### src/verilog/rtd_pkg.sv
/*
 Package for the refresh timer and power-save clock divider block:
 register offsets, field positions, reset values, timing constants and carriers.
 Assumes a classic Wishbone slave with 32-bit data, registers at even byte addresses, some two bytes apart in one word.
*/
`default_nettype none

package rtd_pkg;

   // ----------------------------------------------------------------
   // Register map (byte addresses)
   // ----------------------------------------------------------------
   localparam logic [7:0] REFRESH_PARTITION_OFS = 8'hE0;
   localparam logic [7:0] REFRESH_DIVISOR_OFS   = 8'hE2;
   localparam logic [7:0] REFRESH_ENABLE_OFS    = 8'hE4;
   localparam logic [7:0] POWER_SAVE_CTRL_OFS   = 8'hF0;
   localparam logic [7:0] MODE_CTRL_OFS         = 8'hF4;

   // ----------------------------------------------------------------
   // Field positions and widths
   // ----------------------------------------------------------------
   localparam int PART_LSB      = 9;
   localparam int PART_W        = 7;
   localparam int CNT_W         = 9;
   localparam int ENABLE_BIT    = 15;
   localparam int ADDR_W        = 20;
   localparam int ROW_LSB       = 1;
   localparam int PART_ADDR_LSB = 13;
   localparam int SEL_W         = 2;
   localparam int DIV_W         = 4;

   // ----------------------------------------------------------------
   // Reset values and decode constants
   // ----------------------------------------------------------------
   localparam logic [PART_W-1:0] PART_RST   = 7'h00;
   localparam logic [CNT_W-1:0]  CNT_RST    = 9'h000;
   localparam logic [CNT_W-1:0]  CNT_ONE    = 9'h001;
   localparam logic [SEL_W-1:0]  SEL_RST    = 2'h0;
   localparam logic [DIV_W-1:0]  DIV_BY_1   = 4'h0;
   localparam logic [DIV_W-1:0]  DIV_BY_4   = 4'h3;
   localparam logic [DIV_W-1:0]  DIV_BY_8   = 4'h7;
   localparam logic [DIV_W-1:0]  DIV_BY_16  = 4'hF;

   // Third bus state of a register write: two clocks after the bus takes it
   localparam logic [1:0] T3_DELAY = 2'h2;

   // ----------------------------------------------------------------
   // Carriers
   // ----------------------------------------------------------------
   typedef struct packed {
      logic        cyc;
      logic        stb;
      logic        we;
      logic [7:0]  adr;
      logic [3:0]  sel;
      logic [31:0] dat;
   } rtd_wb_req_s;

   typedef struct packed {
      logic              req;
      logic [ADDR_W-1:0] addr;
   } rtd_refresh_req_s;

endpackage

`default_nettype wire

### src/verilog/rtd_top.sv
/*
 Refresh interval timer, refresh address generator and power-save clock divider.
 Assumes: one 250 MHz system clock; the bus interface unit answers a refresh
 request with a one-cycle done pulse; interrupt-taken is a one-cycle pulse on
 this clock; software reaches the registers over classic Wishbone.
 The hold request comes from a pin and is filtered through three flip-flops,
 so hold acknowledge follows it a few clocks late.
 Division is an enable tick rather than a gated clock; everything that the
 divided clock paces here counts only on that tick.
 Enable writes land two clocks after the bus takes them, standing in for the
 third bus state of the instruction that wrote them.
*/
`timescale 1ns/1ps
`default_nettype none

// How it works
// - Load interval counter at write's third state
// - Decrement counter each divided clock tick
// - At count one, request refresh and reload
// - Disable clears counter, keeps row counter
// - Power-save divides only in enhanced mode
// - Clock output toggles at each divided tick
// - Divided tick paces refresh counting too
// - Interrupt taken clears power-save enable
// - Division on/off at write's third state, select at next tick
// - Select 00,01,10,11 divides by 1,4,8,16
// - Address: partition, zeros, row, one
// - Refresh goes to bus unit as read
// - Drop hold acknowledge while refresh pending
module rtd_top (
   input  wire logic                      I_CLK,
   input  wire logic                      I_RSTN,
   // Wishbone slave
   input  wire logic                      I_WB_CYC,
   input  wire logic                      I_WB_STB,
   input  wire logic                      I_WB_WE,
   input  wire logic [7:0]                I_WB_ADR,
   input  wire logic [3:0]                I_WB_SEL,
   input  wire logic [31:0]               I_WB_DAT,
   output logic      [31:0]               O_WB_DAT,
   output logic                           O_WB_ACK,
   // Processor side
   input  wire logic                      I_INT_TAKEN,
   input  wire logic                      I_HOLD_REQ,
   input  wire logic                      I_REFRESH_DONE,
   output logic                           O_CLK_TICK,
   output logic                           O_PROC_CLK_OUT,
   output logic                           O_REFRESH_REQ,
   output logic      [rtd_pkg::ADDR_W-1:0] O_REFRESH_ADDR,
   output logic                           O_MEM_READ,
   output logic                           O_HOLD_ACK
);

   // ----------------------------------------------------------------
   // State
   // ----------------------------------------------------------------
   typedef struct packed {
      logic                       ack;
      logic [31:0]                rdat;
      logic                       enhanced;
      logic [rtd_pkg::PART_W-1:0] partition;
      logic [rtd_pkg::CNT_W-1:0]  divisor;
      logic                       ref_en;
      logic [rtd_pkg::CNT_W-1:0]  count;
      logic [rtd_pkg::CNT_W-1:0]  row;
      logic                       ps_en;
      logic [rtd_pkg::SEL_W-1:0]  ps_sel;
      logic                       ps_active;
      logic [2:0]                 hold_sync;
      logic                       hold_flt;
      logic [rtd_pkg::DIV_W-1:0]  div_cnt;
      logic                       clk_out;
      logic                       ref_pend;
      logic                       hold_ack;
      logic [1:0]                 ref_dly;
      logic                       ref_val;
      logic [1:0]                 ps_dly;
      logic                       ps_val;
   } rtd_state_s;

   rtd_state_s st_r;
   rtd_state_s st_nxt;

   // Divisor select decode, used for the live factor
   function automatic logic [rtd_pkg::DIV_W-1:0] div_decode(input logic [rtd_pkg::SEL_W-1:0] s);
      unique case (s)
         2'h0: div_decode = rtd_pkg::DIV_BY_1;
         2'h1: div_decode = rtd_pkg::DIV_BY_4;
         2'h2: div_decode = rtd_pkg::DIV_BY_8;
         2'h3: div_decode = rtd_pkg::DIV_BY_16;
      endcase
   endfunction

   logic                bus_req;
   logic                wr;
   logic                tick;
   logic                lo_we;
   logic                hi_we;

   assign bus_req = I_WB_CYC & I_WB_STB & ~st_r.ack;
   assign wr      = bus_req & I_WB_WE;
   assign lo_we   = I_WB_SEL[0];
   assign hi_we   = I_WB_SEL[1];
   // Divided tick: every clock when divider is idle
   assign tick    = (st_r.div_cnt == rtd_pkg::DIV_BY_1);

   // ----------------------------------------------------------------
   // Next state
   // ----------------------------------------------------------------
   always_comb begin
      st_nxt = st_r;
      st_nxt.ack = bus_req;

      // Read data; reserved bits read zero
      st_nxt.rdat = 32'h0000_0000;
      unique case (I_WB_ADR)
         rtd_pkg::REFRESH_PARTITION_OFS:
            st_nxt.rdat[rtd_pkg::PART_LSB +: rtd_pkg::PART_W] = st_r.partition;
         rtd_pkg::REFRESH_DIVISOR_OFS:
            st_nxt.rdat[rtd_pkg::CNT_W-1:0] = st_r.divisor;
         rtd_pkg::REFRESH_ENABLE_OFS: begin
            st_nxt.rdat[rtd_pkg::CNT_W-1:0] = st_r.count;
            st_nxt.rdat[rtd_pkg::ENABLE_BIT] = st_r.ref_en;
         end
         rtd_pkg::POWER_SAVE_CTRL_OFS: begin
            st_nxt.rdat[rtd_pkg::SEL_W-1:0] = st_r.ps_sel;
            st_nxt.rdat[rtd_pkg::ENABLE_BIT] = st_r.ps_en;
         end
         rtd_pkg::MODE_CTRL_OFS:
            st_nxt.rdat[0] = st_r.enhanced;
         default: st_nxt.rdat = 32'h0000_0000;
      endcase

      // Third-state delay pipes for enable writes
      st_nxt.ref_dly = (st_r.ref_dly != 2'h0) ? st_r.ref_dly - 2'h1 : 2'h0;
      st_nxt.ps_dly  = (st_r.ps_dly  != 2'h0) ? st_r.ps_dly  - 2'h1 : 2'h0;

      // Register writes; enhanced registers are deaf in compatible mode
      if (wr) begin
         if (I_WB_ADR == rtd_pkg::MODE_CTRL_OFS && lo_we)
            st_nxt.enhanced = I_WB_DAT[0];
         if (st_r.enhanced) begin
            unique case (I_WB_ADR)
               rtd_pkg::REFRESH_PARTITION_OFS: if (hi_we)
                  st_nxt.partition = I_WB_DAT[rtd_pkg::PART_LSB +: rtd_pkg::PART_W];
               rtd_pkg::REFRESH_DIVISOR_OFS: begin
                  if (lo_we) st_nxt.divisor[7:0] = I_WB_DAT[7:0];
                  if (hi_we) st_nxt.divisor[8]   = I_WB_DAT[8];
               end
               rtd_pkg::REFRESH_ENABLE_OFS: if (hi_we) begin
                  st_nxt.ref_val = I_WB_DAT[rtd_pkg::ENABLE_BIT];
                  st_nxt.ref_dly = rtd_pkg::T3_DELAY;
               end
               rtd_pkg::POWER_SAVE_CTRL_OFS: begin
                  if (lo_we) st_nxt.ps_sel = I_WB_DAT[rtd_pkg::SEL_W-1:0];
                  if (hi_we) begin
                     st_nxt.ps_val = I_WB_DAT[rtd_pkg::ENABLE_BIT];
                     st_nxt.ps_dly = rtd_pkg::T3_DELAY;
                  end
               end
               default: ;
            endcase
         end
      end

      // Refresh enable lands in the third state
      if (st_r.ref_dly == 2'h1) begin
         st_nxt.ref_en = st_r.ref_val;
         // Disable clears the counter at once; a stale count must not read back
         if (st_r.ref_val)
            st_nxt.count = st_r.divisor;
         else
            st_nxt.count = rtd_pkg::CNT_RST;
      end
      // Power-save enable lands in the third state
      if (st_r.ps_dly == 2'h1)
         st_nxt.ps_en = st_r.ps_val;

      // Interrupt wins over a pending or landing enable write
      if (I_INT_TAKEN) begin
         st_nxt.ps_en  = 1'b0;
         st_nxt.ps_dly = 2'h0;
      end

      // Division only acts in enhanced mode
      st_nxt.ps_active = st_nxt.ps_en & st_r.enhanced;

      // Divider: reload at each tick; a select change takes effect at the next tick
      if (st_nxt.ps_active != st_r.ps_active) begin
         st_nxt.div_cnt = rtd_pkg::DIV_BY_1;
      end else if (tick) begin
         st_nxt.div_cnt = st_r.ps_active ? div_decode(st_r.ps_sel) : rtd_pkg::DIV_BY_1;
      end else begin
         st_nxt.div_cnt = st_r.div_cnt - 4'h1;
      end
      // Clock output toggles at each tick, so it runs at half the divided tick rate
      if (tick)
         st_nxt.clk_out = ~st_r.clk_out;

      // Interval counter paced by the divided tick
      if (!st_r.ref_en || !st_r.enhanced) begin
         if (st_r.ref_dly != 2'h1)
            st_nxt.count = rtd_pkg::CNT_RST;
      end else if (tick && st_r.ref_dly != 2'h1) begin
         if (st_r.count == rtd_pkg::CNT_ONE) begin
            st_nxt.count    = st_r.divisor;
            st_nxt.ref_pend = 1'b1;
         end else begin
            st_nxt.count = st_r.count - 9'h001;
         end
      end

      // Completion drops the request and advances row; a new request still wins
      if (st_r.ref_pend && I_REFRESH_DONE) begin
         st_nxt.row = st_r.row + 9'h001;
         if (!(tick && st_r.ref_en && st_r.count == rtd_pkg::CNT_ONE))
            st_nxt.ref_pend = 1'b0;
      end
      if (!st_r.ref_en)
         st_nxt.ref_pend = 1'b0;

      // Hold request is a pin: three stages, a change counts once stages two and three agree
      st_nxt.hold_sync = {st_r.hold_sync[1:0], I_HOLD_REQ};
      if (st_r.hold_sync[2] == st_r.hold_sync[1])
         st_nxt.hold_flt = st_r.hold_sync[1];

      // Hold acknowledge is withheld while a refresh waits
      st_nxt.hold_ack = st_nxt.hold_flt & ~st_nxt.ref_pend;
   end

   // ----------------------------------------------------------------
   // Registers
   // ----------------------------------------------------------------
   always_ff @(posedge I_CLK or negedge I_RSTN) begin
      if (!I_RSTN) begin
         st_r <= '{ack: 1'b0, rdat: 32'h0000_0000, enhanced: 1'b0,
                   partition: rtd_pkg::PART_RST, divisor: rtd_pkg::CNT_RST,
                   ref_en: 1'b0, count: rtd_pkg::CNT_RST, row: rtd_pkg::CNT_RST,
                   ps_en: 1'b0, ps_sel: rtd_pkg::SEL_RST, ps_active: 1'b0,
                   hold_sync: 3'h0, hold_flt: 1'b0, div_cnt: rtd_pkg::DIV_BY_1,
                   clk_out: 1'b0, ref_pend: 1'b0, hold_ack: 1'b0,
                   ref_dly: 2'h0, ref_val: 1'b0, ps_dly: 2'h0, ps_val: 1'b0};
      end else begin
         st_r <= st_nxt;
      end
   end

   // ----------------------------------------------------------------
   // Outputs
   // ----------------------------------------------------------------
   // Address is built from registers, so it is stable while the request stands
   assign O_REFRESH_ADDR = {st_r.partition, 3'h0, st_r.row, 1'b1};
   assign O_REFRESH_REQ  = st_r.ref_pend;
   assign O_MEM_READ     = st_r.ref_pend;
   assign O_HOLD_ACK     = st_r.hold_ack;
   assign O_CLK_TICK     = tick;
   assign O_PROC_CLK_OUT = st_r.clk_out;
   assign O_WB_ACK       = st_r.ack;
   assign O_WB_DAT       = st_r.rdat;

endmodule // rtd_top

`default_nettype wire
### config.mk
export PLATFORM = sky130hd
export DESIGN_NAME = rtd_top
export DESIGN_NICKNAME = d
export VERILOG_FILES = /design/src/verilog/rtd_pkg.sv /design/src/verilog/rtd_top.sv
export SDC_FILE = /design/constraint.sdc
export NUM_CORES = 1
export LEC_CHECK = 0
export BUFFER_PORTS_ARGS = -buffer_cell sky130_fd_sc_hd__buf_2
export CAP_MARGIN = 20
export CORE_MARGIN = 1
export CORE_UTILIZATION = 47
export CTS_CLUSTER_DIAMETER = 60
export DETAILED_ROUTE_END_ITERATION = 7
export GPL_ROUTABILITY_DRIVEN = 0
export PLACE_DENSITY = 0.77
export SLEW_MARGIN = 20
export SYNTH_ARGS = -nofsm -noshare
export SYNTH_HDL_FRONTEND = slang
export SYNTH_SLANG_ARGS = --single-unit
### constraint.sdc
create_clock -name I_CLK -period 1.6 [get_ports I_CLK]
set_input_delay 0.32 -clock I_CLK [delete_from_list [all_inputs] [get_ports I_CLK]]
set_output_delay 0.32 -clock I_CLK [all_outputs]
set_load 0.02 [all_outputs]
==> impl_results.md <==
- CP peak stage delay: 0.53 ns
- Gr ovfl total: 0
- Vias in the first global route: around 3,000
- Fin crit share: 1.10
- Pwr/cell area: 779 nW/um^2
- Global-route wire length before repair: 13,800 microns
- Cell variety after synth: 59
- Post-route DRC: 0
- Synth Register Bits: 74
- Routed WL: between 8000 and 9000 microns
- Proportion of power drawn by combinational gates: 0.047
- Initial antenna violation count: 0
- FF-to-FF End: st_r[37]$_DFF_PN0_
- RSZ-0062 raised after global routing: yes
- First DRT Iteration DRCs: 85
- VDD IR-drop max: about 0.43 mV
- Clock buffer count from CTS: 9
- Yosys top cell area share: 0.477
- Switching share of power: 0.222
- Core ar.: 7850 sq um
- Clock skew: 0.00496 ns
- Overall routing resource usage: 0.210
- Reg2Reg Launch Point: st_r[30]$_DFF_PN0_
- Placed inst area: 4360 sq um
- Die Span Y: around 93 microns
- Cell Area, Synth: 3880 sq um
- Crit. End Element: register
- CTS tree: built
- Sequential Power Share: 0.493
- Clock transition at path regs: approximately 0.080 ns
- Endpoints failing setup: 7
- Via density: roughly 5.4
- Pint: 2.97 mW
- Final worst path period need: 1.76 ns
- Most used cell, CP: or4_4
- Largest net degree at the start of global routing: 33
- Cell Count Post-Placement: 530
- Hold path startpoint: I_HOLD_REQ
- DRT Pass-1 Iters: 5
- CP max FO: 4
- Slowest cell on crit path: or4_4
- Post-DP HPWL: approximately 6000 microns
- # rows: 32
- Die Area: 8620 sq um
- Synth async-reset ratio: 1.00
- Final instance area: 4900 sq um
- Sequential fraction of the synthesis area: 0.477
- Hold Vio Cnt, Final: 0
- Switch Pwr: 0.846 mW
- Cells after Synth: 358
- Hold path endpoint: st_nxt[15]$_DFF_PN0_
- Max-cap check violation count: 0
- Synthesized area per cell: 10.8 sq um
- Kind of critical path: reg -> reg
- Fmax: between 0.5 and 0.6 GHz
- Starting Density: 0.494
- Layout Area Growth over Synthesis: 26.4%
- Pleak: 2.57 nW
- Top Ports: 110
- Status: finished, violations left
- Clock Path Buffers: 2
- Cell taking the most area after synthesis: dfrtp_1
- Clock Tree Root: clkbuf_8
- Worst Hold Class: in -> reg
- Vias: ~3,000
- Top post-synthesis cells by count: dfrtp_1 (74), buf_4 (54), nand2_1 (22)
- Port Buffers: just over 70
- Hold path cells: 1
- Layout Cells excl Fill: 559
- Setup ws final: -0.157 ns
- CP required: 1.83 ns
- Clock latency at the later pin of the worst-skew pair: 0.35 ns
- Arrival @ worst endpoint: 1.99 ns
- Startpoint Class: register
- Failing checks: setup timing
- Worst Reg2Reg Path Length in Cells: 4
- Final #Nets: 509
- Reg-to-reg slack, setup: -0.16 ns
- H-tree levels: 3
- Synth area leaders: dfrtp_1 (48%), buf_4 (10%), mux2_2 (4.9%)
- Clk sinks: 74
- Ys flop type: dfrtp_1
- Antenna Nets Post-Route: 0
- Ant. Diodes: 0
- WL/cell: between 15 and 20 microns
- Post-synth EDFFs: 0
- Most frequent cell after synthesis: dfrtp_1
- Die width: 92.8 microns
- Clock Power Share: 0.460
- Slew Viols, Final: 0
- CP cell instances: or4_4, or4_4, a22oi_2, o21ai_1
- Layout cells sized above 1: 0.446
- Yosys warns: 0
[sequential cells by signal, summed over array words and instances, names as in the netlist]
name / cells
st_r: 36
O_HOLD_ACK: 1
O_PROC_CLK_OUT: 1
O_MEM_READ: 1
O_WB_DAT: 16
O_WB_ACK: 1
O_REFRESH_ADDR: 16
st_nxt: 2
[repair_timing]
action                                 4_1_cts  5_1_grt
buffers inserted                             8        4
resized for setup                           25       29
setup endpoints to repair                   27       31
hold buffers                                 1        0
endpoints found under the hold margin       15        0
pin swaps                                    7       11
[placed cells by master, fill, tap and decap left out, types with 5 or more instances in the layout]
cell      count
nand3_1      12
and3_1       15
buf_6         7
conb_1       20
xnor2_1       9
mux2_4       15
nor2_1       14
nor2b_1       5
mux2_2        9
buf_2        69
and2_1        5
clkbuf_8      9
buf_4        53
a31oi_1       6
a22o_1        7
nand2_1      20
o21ai_1       5
dfrtp_1      73
o21ai_0       5
a22oi_1       5
[power by group through the flow]
stage | clock, mW | sequential [mW] | combinational (mW)
after floorplan | 0 | 1.92 | 0.0943
after global placement | 0 | 1.92 | 0.170
after detailed placement | 0 | 1.92 | 0.175
after CTS | 1.77 | 1.88 | 0.180
after global routing | 1.86 | 1.88 | 0.200
final | 1.76 | 1.88 | 0.179
[kinds of logic (layout without fill, tap and decap cells)]
logic type	count (synthesis)	after routing	share of synthesized area
simple gates	110	110	0.166
flops	74	74	0.477
buf+inv	74	155	0.129
compound gates	51	51	0.0968
mux	29	29	0.0829
xor+xnor	12	12	0.0271
fa+ha+maj	6	6	0.0187
other cells	2	20	0.00194
[through the flow]
step                 util  hold WS [ns]  worst slack, ns  power [mW]  TNS (ns)
global placement    0.556         0.207          -0.0907        2.09    -0.882
global route        0.625        0.0637           -0.183        3.94     -1.94
finish              0.625        0.0708           -0.157        3.82    -0.530
CTS                 0.606        0.0640           -0.126        3.84    -0.848
detailed placement  0.556         0.208           -0.156        2.09     -1.83
floorplan               -        0.0244          -0.0670        2.02    -0.246
[layout make-up]
cell class / instances / area [sq um]
Fill cell: 630 / 2950
Sequential cell: 74 / 1850
Multi-Input combinational cell: 228 / 1780
Timing Repair Buffer: 132 / 872
Tap cell: 102 / 128
Clock buffer: 9 / 124
Clock inverter: 7 / 116
Inverter: 7 / 26.3
[routing by layer]
metal | vias up | track usage | part of all wire
met4 | 0 | 0.103 | 0.025
li1 | 1386 | - | -
met3 | 19 | 0.0452 | 0.062
met1 | 1477 | 0.243 | 0.40
met2 | 113 | 0.366 | 0.51
met5 | - | 0 | 0
[worst max-delay path by stage]
| stage | start | end | slack [ns] | depth (start not counted) |
|---|---|---|---|---|
| 5_1_grt | st_r[10]$_DFF_PN0_ | st_r[37]$_DFF_PN0_ | -0.18 | 8 |
| 2_1_floorplan | st_r[30]$_DFF_PN0_ | st_r[37]$_DFF_PN0_ | -0.07 | 4 |
| 3_3_place_gp | st_r[32]$_DFF_PN0_ | st_r[37]$_DFF_PN0_ | -0.09 | 4 |
| 3_5_place_dp | st_r[31]$_DFF_PN0_ | O_HOLD_ACK$_DFF_PN0_ | -0.16 | 6 |
| 4_1_cts | st_r[10]$_DFF_PN0_ | O_CLK_TICK | -0.13 | 5 |
| 6_report | st_r[30]$_DFF_PN0_ | st_r[37]$_DFF_PN0_ | -0.16 | 4 |
[worst max-delay path, delay by kind of cell, from the launching register on]
kind | cells | cell delay [ns]
compound gates | 2 | 0.24
flops | 1 | 0.44
simple gates | 2 | 0.96
Note: power is estimated with default switching activity, not from simulation.
